## config.mk

```make
export PLATFORM = sky130hd
export DESIGN_NAME = dmst_ctrl
export DESIGN_NICKNAME = d
export VERILOG_FILES = /design/src/shared/dmst_pkg.sv /design/src/core/dmst_sync.sv /design/src/core/dmst_refresh_timer.sv /design/src/core/dmst_ctrl.sv
export SDC_FILE = /design/constraint.sdc
export NUM_CORES = 1
export LEC_CHECK = 0
export BUFFER_PORTS_ARGS = -buffer_cell sky130_fd_sc_hd__buf_2
export CORE_MARGIN = 5
export CORE_UTILIZATION = 58
export CTS_BUF_LIST = sky130_fd_sc_hd__clkbuf_8
export DETAILED_ROUTE_END_ITERATION = 6
export GPL_TIMING_DRIVEN = 0
export MAX_ROUTING_LAYER = met4
export PLACE_DENSITY = 0.82
export SYNTH_ARGS = -nofsm -noshare
export SYNTH_HDL_FRONTEND = slang
export SYNTH_SLANG_ARGS = --single-unit
```

## constraint.sdc

```tcl
create_clock -name clk -period 3.3 [get_ports clk]
set_clock_uncertainty 0.2 [all_clocks]
set_input_delay 0.66 -clock clk [delete_from_list [all_inputs] [get_ports clk]]
set_output_delay 0.66 -clock clk [all_outputs]
set_load 0.02 [all_outputs]
```

## src/shared/dmst_pkg.sv

```systemverilog
package dmst_pkg;

    // Clock
    localparam int CLK_PERIOD_NS = 25;

    // Rounds a least time up to whole cycles, never below one
    function automatic int cyc_min(input int ns);
        int c;
        c = (ns + CLK_PERIOD_NS - 1) / CLK_PERIOD_NS;
        return (c < 1) ? 1 : c;
    endfunction : cyc_min

    // Rounds a longest time down to whole cycles, never below one
    function automatic int cyc_max(input int ns);
        int c;
        c = ns / CLK_PERIOD_NS;
        return (c < 1) ? 1 : c;
    endfunction : cyc_max

    // Strobe timing in ns, refresh interval in ms and row count, slowest grade so every grade is met
    localparam int PAGE_CYCLE_MIN_NS           = 55;
    localparam int COLUMN_PRECHARGE_MIN_NS     = 10;
    localparam int COLUMN_LOW_WIDTH_MIN_NS     = 25;
    localparam int COLUMN_LOW_WIDTH_MAX_NS     = 10000;
    localparam int ROW_PRECHARGE_MIN_NS        = 70;
    localparam int ROW_LOW_WIDTH_MIN_NS        = 100;
    localparam int ROW_LOW_WIDTH_MAX_NS        = 10000;
    localparam int ROW_TO_COLUMN_DELAY_NS      = 25;
    localparam int ROW_TO_COLADDR_DELAY_NS     = 20;
    localparam int COLUMN_RELEASE_AFTER_ROW_NS = 100;
    localparam int REFRESH_COLUMN_HOLD_NS      = 25;
    localparam int REFRESH_COLUMN_LEAD_NS      = 10;
    localparam int REFRESH_INTERVAL_MS         = 8;
    localparam int REFRESH_ROWS                = 512;

    // Derived cycle counts
    localparam int PAGE_CYCLE_MIN_CYC           = cyc_min(PAGE_CYCLE_MIN_NS);
    localparam int COLUMN_PRECHARGE_MIN_CYC     = cyc_min(COLUMN_PRECHARGE_MIN_NS);
    localparam int COLUMN_LOW_WIDTH_MIN_CYC     = cyc_min(COLUMN_LOW_WIDTH_MIN_NS);
    localparam int COLUMN_LOW_WIDTH_MAX_CYC     = cyc_max(COLUMN_LOW_WIDTH_MAX_NS);
    localparam int ROW_PRECHARGE_MIN_CYC        = cyc_min(ROW_PRECHARGE_MIN_NS);
    localparam int ROW_LOW_WIDTH_MIN_CYC        = cyc_min(ROW_LOW_WIDTH_MIN_NS);
    localparam int ROW_LOW_WIDTH_MAX_CYC        = cyc_max(ROW_LOW_WIDTH_MAX_NS);
    localparam int ROW_TO_COLUMN_DELAY_CYC      = cyc_min(ROW_TO_COLUMN_DELAY_NS);
    localparam int ROW_TO_COLADDR_DELAY_CYC     = cyc_min(ROW_TO_COLADDR_DELAY_NS);
    localparam int COLUMN_RELEASE_AFTER_ROW_CYC = cyc_min(COLUMN_RELEASE_AFTER_ROW_NS);
    localparam int REFRESH_COLUMN_HOLD_CYC      = cyc_min(REFRESH_COLUMN_HOLD_NS);
    localparam int REFRESH_COLUMN_LEAD_CYC      = cyc_min(REFRESH_COLUMN_LEAD_NS);
    localparam int REFRESH_STEP_CYC             = cyc_max((REFRESH_INTERVAL_MS * 1000000) / REFRESH_ROWS);

    // Controller sizing
    localparam int SYNC_STAGES     = 3;
    localparam int READ_SAMPLE_CYC = SYNC_STAGES + 2;
    localparam int ROW_CLOSE_GUARD = 8;
    localparam int ROW_CLOSE_CYC   = ROW_LOW_WIDTH_MAX_CYC - ROW_CLOSE_GUARD;
    localparam int TMR_W           = 12;

    typedef enum logic [2:0] {
        ST_IDLE,
        ST_ROW_ACT,
        ST_COL_ADDR,
        ST_COL_LOW,
        ST_COL_HIGH,
        ST_REF_LEAD,
        ST_REF_RAS
    } dmst_state_t;

endpackage : dmst_pkg

```

## src/core/dmst_sync.sv

```systemverilog
`timescale 1ns/100ps
module dmst_sync #(
    parameter int WIDTH = 36
) (
    // Clock and reset
    input  wire logic             clk,
    input  wire logic             nrst,
    // Pin side and synchronised side
    input  wire logic [WIDTH-1:0] din,
    output logic      [WIDTH-1:0] dout
);

    logic [WIDTH-1:0] s1_reg;
    logic [WIDTH-1:0] s2_reg;
    logic [WIDTH-1:0] s3_reg;
    logic [WIDTH-1:0] dout_reg;
    logic [WIDTH-1:0] dout_next;

    // Per bit: a change counts only once the last two stages agree
    for (genvar i = 0; i < WIDTH; i++) begin : g_bit
        always_comb begin
            dout_next[i] = (s2_reg[i] == s3_reg[i]) ? s3_reg[i] : dout_reg[i];
        end
    end

    always_ff @(posedge clk or negedge nrst) begin
        if (!nrst) begin
            s1_reg   <= '0;
            s2_reg   <= '0;
            s3_reg   <= '0;
            dout_reg <= '0;
        end else begin
            s1_reg   <= din;
            s2_reg   <= s1_reg;
            s3_reg   <= s2_reg;
            dout_reg <= dout_next;
        end
    end

    assign dout = dout_reg;

endmodule : dmst_sync

```

## src/core/dmst_refresh_timer.sv

```systemverilog
`timescale 1ns/100ps
module dmst_refresh_timer #(
    parameter int STEP_CYC = dmst_pkg::REFRESH_STEP_CYC
) (
    // Clock and reset
    input  wire logic clk,
    input  wire logic nrst,
    // Refresh handshake
    input  wire logic ack,
    output logic      pending
);

    logic [15:0] cnt_reg;
    logic [15:0] cnt_next;
    logic [1:0]  owed_reg;
    logic [1:0]  owed_next;
    logic        tick;

    always_comb begin
        tick     = (cnt_reg == 16'(STEP_CYC - 1));
        cnt_next = tick ? 16'h0000 : cnt_reg + 16'h0001;
        owed_next = owed_reg;
        // A tick in the same cycle as an ack leaves the debt unchanged
        if (tick && !ack && owed_reg != 2'h3) begin
            owed_next = owed_reg + 2'h1;
        end else if (!tick && ack && owed_reg != 2'h0) begin
            owed_next = owed_reg - 2'h1;
        end
    end

    always_ff @(posedge clk or negedge nrst) begin
        if (!nrst) begin
            cnt_reg  <= '0;
            owed_reg <= '0;
        end else begin
            cnt_reg  <= cnt_next;
            owed_reg <= owed_next;
        end
    end

    assign pending = (owed_reg != 2'h0);

    a_refresh_served: assert property (@(posedge clk) disable iff (!nrst)
        $rose(pending) |-> ##[0:500] ack)
        else $error("refresh request not served in time");

    a_refresh_owed: assert property (@(posedge clk) disable iff (!nrst)
        owed_reg <= 2'h1)
        else $error("refresh debt piled up");

endmodule : dmst_refresh_timer

```

## src/core/dmst_ctrl.sv

```systemverilog
`timescale 1ns/100ps
module dmst_ctrl #(
    parameter int ADDR_W   = 9,
    parameter int DATA_W   = 36,
    parameter int STEP_CYC = dmst_pkg::REFRESH_STEP_CYC
) (
    // Clock and reset
    input  wire logic              clk,
    input  wire logic              nrst,
    // User request
    input  wire logic              req_valid,
    input  wire logic              req_write,
    input  wire logic [ADDR_W-1:0] req_row,
    input  wire logic [ADDR_W-1:0] req_col,
    input  wire logic [DATA_W-1:0] req_wdata,
    output logic                   req_ready,
    // User read answer
    output logic                   rd_valid,
    output logic      [DATA_W-1:0] rd_data,
    // Memory pins
    output logic                   ras_n,
    output logic                   cas_n,
    output logic                   we_n,
    output logic      [ADDR_W-1:0] mem_addr,
    input  wire logic [DATA_W-1:0] dq_in,
    output logic      [DATA_W-1:0] dq_out,
    output logic                   dq_oe
);

    localparam logic [dmst_pkg::TMR_W-1:0] TMR_SAT = '1;
    localparam logic [dmst_pkg::TMR_W-1:0] TMR_ONE = {{(dmst_pkg::TMR_W-1){1'b0}}, 1'b1};

    dmst_pkg::dmst_state_t state_reg;
    dmst_pkg::dmst_state_t state_next;

    logic                      ras_n_reg;
    logic                      ras_n_next;
    logic                      cas_n_reg;
    logic                      cas_n_next;
    logic                      we_n_reg;
    logic                      we_n_next;
    logic [ADDR_W-1:0]         addr_reg;
    logic [ADDR_W-1:0]         addr_next;
    logic [DATA_W-1:0]         dq_out_reg;
    logic [DATA_W-1:0]         dq_out_next;
    logic                      dq_oe_reg;
    logic                      dq_oe_next;
    logic                      req_ready_reg;
    logic                      req_ready_next;
    logic                      rd_valid_reg;
    logic                      rd_valid_next;
    logic [DATA_W-1:0]         rd_data_reg;
    logic [DATA_W-1:0]         rd_data_next;
    logic [ADDR_W-1:0]         open_row_reg;
    logic [ADDR_W-1:0]         open_row_next;
    logic                      is_write_reg;
    logic                      is_write_next;
    logic                      col_sel_reg;
    logic                      col_sel_next;
    logic [dmst_pkg::TMR_W-1:0] ras_tmr_reg;
    logic [dmst_pkg::TMR_W-1:0] ras_tmr_next;
    logic [dmst_pkg::TMR_W-1:0] cas_tmr_reg;
    logic [dmst_pkg::TMR_W-1:0] cas_tmr_next;
    logic [dmst_pkg::TMR_W-1:0] page_tmr_reg;
    logic [dmst_pkg::TMR_W-1:0] page_tmr_next;
    logic                      take_req;
    logic                      ref_ack;
    logic                      ref_pending;
    logic [DATA_W-1:0]         rd_sync;

    dmst_sync #(
        .WIDTH (DATA_W)
    ) u_sync (
        .clk  (clk),
        .nrst (nrst),
        .din  (dq_in),
        .dout (rd_sync)
    );

    dmst_refresh_timer #(
        .STEP_CYC (STEP_CYC)
    ) u_refresh (
        .clk     (clk),
        .nrst    (nrst),
        .ack     (ref_ack),
        .pending (ref_pending)
    );

    // Timers hold the periods that will have elapsed since the last edge at the coming clock edge
    always_comb begin
        state_next     = state_reg;
        ras_n_next     = ras_n_reg;
        cas_n_next     = cas_n_reg;
        we_n_next      = we_n_reg;
        addr_next      = addr_reg;
        dq_out_next    = dq_out_reg;
        dq_oe_next     = dq_oe_reg;
        req_ready_next = 1'b0;
        rd_valid_next  = 1'b0;
        rd_data_next   = rd_data_reg;
        open_row_next  = open_row_reg;
        is_write_next  = is_write_reg;
        col_sel_next   = col_sel_reg;
        take_req       = 1'b0;
        ref_ack        = 1'b0;
        unique case (state_reg)
            dmst_pkg::ST_IDLE: begin
                if (ras_tmr_reg >= dmst_pkg::ROW_PRECHARGE_MIN_CYC) begin
                    if (ref_pending && cas_tmr_reg >= dmst_pkg::COLUMN_PRECHARGE_MIN_CYC) begin
                        cas_n_next = 1'b0;
                        ref_ack    = 1'b1;
                        state_next = dmst_pkg::ST_REF_LEAD;
                    end else if (req_valid && !ref_pending) begin
                        ras_n_next    = 1'b0;
                        addr_next     = req_row;
                        open_row_next = req_row;
                        col_sel_next  = 1'b0;
                        state_next    = dmst_pkg::ST_ROW_ACT;
                    end
                end
            end
            dmst_pkg::ST_ROW_ACT: begin
                take_req = (ras_tmr_reg >= dmst_pkg::ROW_TO_COLADDR_DELAY_CYC);
            end
            dmst_pkg::ST_COL_ADDR: begin
                if (ras_tmr_reg >= dmst_pkg::ROW_TO_COLUMN_DELAY_CYC &&
                    cas_tmr_reg >= dmst_pkg::COLUMN_PRECHARGE_MIN_CYC &&
                    page_tmr_reg >= dmst_pkg::PAGE_CYCLE_MIN_CYC) begin
                    cas_n_next = 1'b0;
                    state_next = dmst_pkg::ST_COL_LOW;
                end
            end
            dmst_pkg::ST_COL_LOW: begin
                // Read data crosses three stages, so the low time covers the access plus that latency
                if (cas_tmr_reg >= dmst_pkg::COLUMN_LOW_WIDTH_MIN_CYC + dmst_pkg::READ_SAMPLE_CYC &&
                    ras_tmr_reg >= dmst_pkg::COLUMN_RELEASE_AFTER_ROW_CYC + dmst_pkg::READ_SAMPLE_CYC) begin
                    cas_n_next    = 1'b1;
                    we_n_next     = 1'b1;
                    dq_oe_next    = 1'b0;
                    rd_valid_next = !is_write_reg;
                    rd_data_next  = is_write_reg ? rd_data_reg : rd_sync;
                    state_next    = dmst_pkg::ST_COL_HIGH;
                end
            end
            dmst_pkg::ST_COL_HIGH: begin
                // Row stays open for page hits until refresh, a miss or the row-low limit
                if (ref_pending || ras_tmr_reg >= dmst_pkg::ROW_CLOSE_CYC ||
                    (req_valid && req_row != open_row_reg)) begin
                    if (ras_tmr_reg >= dmst_pkg::ROW_LOW_WIDTH_MIN_CYC) begin
                        ras_n_next = 1'b1;
                        state_next = dmst_pkg::ST_IDLE;
                    end
                end else begin
                    take_req = req_valid && cas_tmr_reg >= dmst_pkg::COLUMN_PRECHARGE_MIN_CYC;
                end
            end
            dmst_pkg::ST_REF_LEAD: begin
                if (cas_tmr_reg >= dmst_pkg::REFRESH_COLUMN_LEAD_CYC) begin
                    ras_n_next = 1'b0;
                    state_next = dmst_pkg::ST_REF_RAS;
                end
            end
            dmst_pkg::ST_REF_RAS: begin
                if (!cas_n_reg && ras_tmr_reg >= dmst_pkg::REFRESH_COLUMN_HOLD_CYC) begin
                    cas_n_next = 1'b1;
                end
                if (cas_n_reg && ras_tmr_reg >= dmst_pkg::ROW_LOW_WIDTH_MIN_CYC) begin
                    ras_n_next = 1'b1;
                    state_next = dmst_pkg::ST_IDLE;
                end
            end
        endcase
        if (take_req) begin
            // Write strobe and data lead the column fall, so the module drives the shared lines only for writes, never during a read
            addr_next      = req_col;
            col_sel_next   = 1'b1;
            we_n_next      = !req_write;
            dq_out_next    = req_wdata;
            dq_oe_next     = req_write;
            is_write_next  = req_write;
            req_ready_next = 1'b1;
            state_next     = dmst_pkg::ST_COL_ADDR;
        end
        ras_tmr_next  = (ras_n_next != ras_n_reg) ? TMR_ONE :
                        (ras_tmr_reg == TMR_SAT) ? TMR_SAT : ras_tmr_reg + TMR_ONE;
        cas_tmr_next  = (cas_n_next != cas_n_reg) ? TMR_ONE :
                        (cas_tmr_reg == TMR_SAT) ? TMR_SAT : cas_tmr_reg + TMR_ONE;
        page_tmr_next = (!cas_n_next && cas_n_reg) ? TMR_ONE :
                        (page_tmr_reg == TMR_SAT) ? TMR_SAT : page_tmr_reg + TMR_ONE;
    end

    always_ff @(posedge clk or negedge nrst) begin
        if (!nrst) begin
            state_reg     <= dmst_pkg::ST_IDLE;
            ras_n_reg     <= 1'b1;
            cas_n_reg     <= 1'b1;
            we_n_reg      <= 1'b1;
            addr_reg      <= '0;
            dq_out_reg    <= '0;
            dq_oe_reg     <= 1'b0;
            req_ready_reg <= 1'b0;
            rd_valid_reg  <= 1'b0;
            rd_data_reg   <= '0;
            open_row_reg  <= '0;
            is_write_reg  <= 1'b0;
            col_sel_reg   <= 1'b0;
            ras_tmr_reg   <= '1;
            cas_tmr_reg   <= '1;
            page_tmr_reg  <= '1;
        end else begin
            state_reg     <= state_next;
            ras_n_reg     <= ras_n_next;
            cas_n_reg     <= cas_n_next;
            we_n_reg      <= we_n_next;
            addr_reg      <= addr_next;
            dq_out_reg    <= dq_out_next;
            dq_oe_reg     <= dq_oe_next;
            req_ready_reg <= req_ready_next;
            rd_valid_reg  <= rd_valid_next;
            rd_data_reg   <= rd_data_next;
            open_row_reg  <= open_row_next;
            is_write_reg  <= is_write_next;
            col_sel_reg   <= col_sel_next;
            ras_tmr_reg   <= ras_tmr_next;
            cas_tmr_reg   <= cas_tmr_next;
            page_tmr_reg  <= page_tmr_next;
        end
    end

    assign req_ready = req_ready_reg;
    assign rd_valid  = rd_valid_reg;
    assign rd_data   = rd_data_reg;
    assign ras_n     = ras_n_reg;
    assign cas_n     = cas_n_reg;
    assign we_n      = we_n_reg;
    assign mem_addr  = addr_reg;
    assign dq_out    = dq_out_reg;
    assign dq_oe     = dq_oe_reg;

    a_page_cycle_min: assert property (@(posedge clk) disable iff (!nrst)
        $fell(cas_n_reg) |-> $past(page_tmr_reg) >= dmst_pkg::PAGE_CYCLE_MIN_CYC)
        else $error("column falls closer than the page cycle");

    a_column_precharge: assert property (@(posedge clk) disable iff (!nrst)
        $fell(cas_n_reg) |-> $past(cas_tmr_reg) >= dmst_pkg::COLUMN_PRECHARGE_MIN_CYC)
        else $error("column high period too short");

    a_column_low_width: assert property (@(posedge clk) disable iff (!nrst)
        $rose(cas_n_reg) |-> $past(cas_tmr_reg) >= dmst_pkg::COLUMN_LOW_WIDTH_MIN_CYC &&
                             $past(cas_tmr_reg) <= dmst_pkg::COLUMN_LOW_WIDTH_MAX_CYC)
        else $error("column low width out of range");

    a_row_precharge: assert property (@(posedge clk) disable iff (!nrst)
        $fell(ras_n_reg) |-> $past(ras_tmr_reg) >= dmst_pkg::ROW_PRECHARGE_MIN_CYC)
        else $error("row precharge too short");

    a_row_low_min: assert property (@(posedge clk) disable iff (!nrst)
        $rose(ras_n_reg) |-> $past(ras_tmr_reg) >= dmst_pkg::ROW_LOW_WIDTH_MIN_CYC)
        else $error("row low width too short");

    a_row_low_max: assert property (@(posedge clk) disable iff (!nrst)
        !ras_n_reg |-> ras_tmr_reg <= dmst_pkg::ROW_LOW_WIDTH_MAX_CYC)
        else $error("row held low beyond its maximum");

    a_row_to_column: assert property (@(posedge clk) disable iff (!nrst)
        $fell(cas_n_reg) && !ras_n_reg |-> $past(ras_tmr_reg) >= dmst_pkg::ROW_TO_COLUMN_DELAY_CYC)
        else $error("column fell too soon after row");

    a_coladdr_delay: assert property (@(posedge clk) disable iff (!nrst)
        $rose(col_sel_reg) |-> !ras_n_reg && $past(ras_tmr_reg) >= dmst_pkg::ROW_TO_COLADDR_DELAY_CYC)
        else $error("column address driven too soon after row");

    a_column_release: assert property (@(posedge clk) disable iff (!nrst)
        $rose(cas_n_reg) && $past(state_reg) == dmst_pkg::ST_COL_LOW |->
            $past(ras_tmr_reg) >= dmst_pkg::COLUMN_RELEASE_AFTER_ROW_CYC)
        else $error("column released too soon after row");

    a_refresh_hold: assert property (@(posedge clk) disable iff (!nrst)
        $rose(cas_n_reg) && $past(state_reg) == dmst_pkg::ST_REF_RAS |->
            $past(ras_tmr_reg) >= dmst_pkg::REFRESH_COLUMN_HOLD_CYC)
        else $error("refresh column hold too short");

    a_refresh_lead: assert property (@(posedge clk) disable iff (!nrst)
        $fell(ras_n_reg) && !cas_n_reg |-> $past(cas_tmr_reg) >= dmst_pkg::REFRESH_COLUMN_LEAD_CYC && we_n_reg)
        else $error("refresh column lead too short");

    a_read_hold: assert property (@(posedge clk) disable iff (!nrst)
        $rose(cas_n_reg) && !$past(is_write_reg) |-> we_n_reg && $past(we_n_reg))
        else $error("write strobe low at end of read");

    a_early_write: assert property (@(posedge clk) disable iff (!nrst)
        $fell(cas_n_reg) && !we_n_reg |-> $past(!we_n_reg) && $past(dq_oe_reg) && dq_oe_reg)
        else $error("write not set up before column fall");

    a_read_no_drive: assert property (@(posedge clk) disable iff (!nrst)
        !cas_n_reg && we_n_reg |-> !dq_oe_reg)
        else $error("data lines driven during read");

endmodule : dmst_ctrl

```

==> impl_metrics.yaml <==
status:
  status: "completed"
yosys:
  netlist.area_leader.share_pct: 59.6
  async_reset_ff_share_pct: 100
  synth_edf_count: 0
  synth.distinct_cells: 48
  ys.flop_type: "dfrtp_1"
  netlist_instances: 757
  syn_nets: 863
  synth_top_area_cell: "dfrtp_1"
  avgSynthCellArea_um2: 14.4
  seq_area_frac_synth_pct: 69.0
  synth_seq_cells: 298
  ys_warn_count: 0
  syn_area_mm2: 0.0109
  synth_area_leaders: "dfrtp_1, dfstp_2, mux2_2, maj3_1, xnor2_1"
worst_setup_path:
  arrival_ns: 3.33
  crit_type: "reg -> reg"
  cpPeakStageDelay_ns: 0.57
  crit_fanout: 9
  worstPathCellList: "inv_1 > ha_1 > nor4b_2 > nand4_1 > or3b_1 > o21ai_2 > or4_1 > buf_2 > or3b_1 > o211a_1"
  cp_common_cell: "or3b_1"
  end_kind: "flop"
  worstSetupStartpointType: "flop"
  slowest_stage: "dfstp_2"
  cp.required_ns: 3.53
detailed_routing:
  drt_first_pass_iters: 4
  wl_um: 21600
  vias: 6771
  via_per_inst: 5.27
  ant_nets: 0
  routedWlPerCell_um: 16.8
  drc: 0
  first_iter_violations: 314
timing:
  setup_viol: 0
  timing.final.crit_period_ns: 3.10
  worst_pin_slew_ns: 0.875
  final_hold_viol_count: 0
  slew_violations: 0
  slew_headroom_pct: 41.6
  rsz0062_at_grt: "false"
  fin_crit_sh_pct: 94.1
  max_clock_freq_mhz: 322
global_routing:
  antenna_found_initial: 1
  overflow: 0
  grt_max_degree: 124
  grt_pass1_vias: 7210
  grt_pass1_wl_um: 36200
  grt_use_total_pct: 21.1
layout:
  utilization_pct: 71.8
  synthToLayoutAreaGrowth_pct: 22.7
  nNetsFinal: 1124
  finalNonFillerCells: 1286
  regArea_mm2: 0.00751
  drive_gt1_share_pct: 36.6
  fin_area_mm2: 0.0133
  multi_input_area_mm2: 0.00323
  fillers: 1227
power_and_ir_drop:
  power.leakage_nw: 6.27
  powerDensity_mw_per_mm2: 846
  peakVddDrop_uv: 643
  power_mw: 11.3
clock_tree:
  post_cts_buffers: 0
  clkLatencyLatePin_ns: 0.55
  clockBufferDepth: 3
  path_clk_slew_ns: 0.06
  cts_buffers: 46
  clock-sinks: 298
  htreeDepth: 2
  tritoncts: "done"
  ctsRootBufferMaster: "clkbuf_8"
placed_design:
  gp_congestion: 0.869
  dp_cells: 1173
  place_area_mm2: 0.0121
  dp_hpwl_um: 14300
  io_buffer_count: 180
floorplanning:
  die_y_um: 147
  floorplan.initialDensity_pct: 58.6
  num_io_pins: 181
  coreArea_mm2: 0.0186
  die_x_um: 147
  rows: 50
  fp.dieArea_mm2: 0.0216
worst_hold_path:
  hp-class: "in -> async"
run:
  cap_violations: 0
[routing by layer]
metal | GRT usage, % | share of wire [%] | vias up
met1 | 27.3 | 43 | 3388
met3 | 4.66 | 4.8 | 38
met4 | 5.78 | 2.0 | 0
li1 | - | - | 3157
met2 | 34.4 | 51 | 188
met5 | - | 0 | -
[synth_stat cells (2+ instances only)]
cell type / instances
maj3_1: 36
nor2_1: 35
a21oi_1: 31
and3_1: 15
dfstp_2: 39
or3b_1: 3
o211ai_1: 2
clkbuf_1: 14
and2_1: 3
nand3_1: 32
ha_1: 12
mux2i_1: 12
nor4_1: 4
nor3_1: 12
o2111ai_1: 2
dfrtp_1: 259
nor3_2: 2
inv_1: 17
or4_1: 3
o21ai_0: 20
nand2_1: 32
xnor2_1: 23
a211oi_1: 3
mux2_2: 83
or2_2: 4
buf_2: 8
xor2_1: 22
a22o_1: 2
nand4_1: 8
[worst paths after layout]
kind / slack (ns) / cells past startpoint / start / end
max: 0.20 / 10 / ras_tmr_reg[1]$_DFF_PN1_ / u_refresh.owed_reg[0]$_DFFE_PN0P_
min: 0.03 / 1 / nrst / u_sync.s2_reg[4]$_DFF_PN0_
max reg2reg: 0.20 / 10 / ras_tmr_reg[1]$_DFF_PN1_ / u_refresh.owed_reg[0]$_DFFE_PN0P_
min reg2reg: 0.15 / 0 / u_sync.s1_reg[12]$_DFF_PN0_ / u_sync.s2_reg[12]$_DFF_PN0_
max in group asynchronous: 1.56 / 3 / nrst / u_sync.s2_reg[18]$_DFF_PN0_
min in group clk: 0.04 / 1 / dq_in[23] / u_sync.s1_reg[23]$_DFF_PN0_
[timing repair]
item,in CTS,in global routing
endpoints found under the setup margin,29,30
gates resized for setup,1,6
hold endpoints to repair,26,6
hold buffers,26,6
[placed cells by master (no fill, tap or decap), drive strengths merged, types with 9 or more instances in the layout]
cell           n
nand4          9
nand3         32
mux2i         12
ha            12
and3          15
nor3          14
clkbuf        68
xor2          22
xnor2         23
mux2          83
o21ai         21
dlygate4sd3   32
inv           41
nor2          35
dfrtp        259
dfstp         39
a21oi         31
nand2         32
maj3          36
buf          190
[per-stage QoR]
| stage | TNS (ns) | worst slack, ns | hold slack (ns) |
|---|---|---|---|
| final | 0 | 0.196 | 0.0284 |
| after global placement | -1075.56 | -3.87 | 0.131 |
| after detailed placement | -2.39 | -0.107 | 0.135 |
| after floorplan | 0 | 0.423 | 0.131 |
| after global routing | 0 | 0.0510 | 0.00284 |
| after CTS | 0 | 0.122 | 0.000819 |
[power by group]
group	switching, mW	internal [mW]
sequential	0.496	4.56
clock	1.34	1.51
combinational	1.97	1.41
[cell type report]
class	count	area share, %
flip-flops and latches	298	56.2
multi-input cells	420	24.2
repair buffers	214	9.64
clock buffers	55	5.67
well taps	234	2.19
clock inverters	26	0.909
plain buffers	21	0.694
inverters	17	0.478
diodes	1	0.0187
[critical path: cells and delay by family (launching register included)]
family | cells | cell delay, ns
AO/OA/AOI/OAI | 2 | 0.26
AND/OR/NAND/NOR | 5 | 1.51
adder cells (fa/ha/maj) | 1 | 0.20
buffers and inverters | 2 | 0.24
flip-flops | 1 | 0.57
[kinds of logic (layout without fill, tap and decap cells)]
group	Yosys count	count (layout)	synth area share, %
other cells	0	1	0
fa+ha+maj	48	48	4.69
simple gates	161	161	7.73
mux	95	95	9.69
flops	298	298	69.0
compound gates	71	71	3.85
xor+xnor	45	45	3.62
buf+inv	39	333	1.44
No activity file was read; power rests on OpenSTA's default activity.
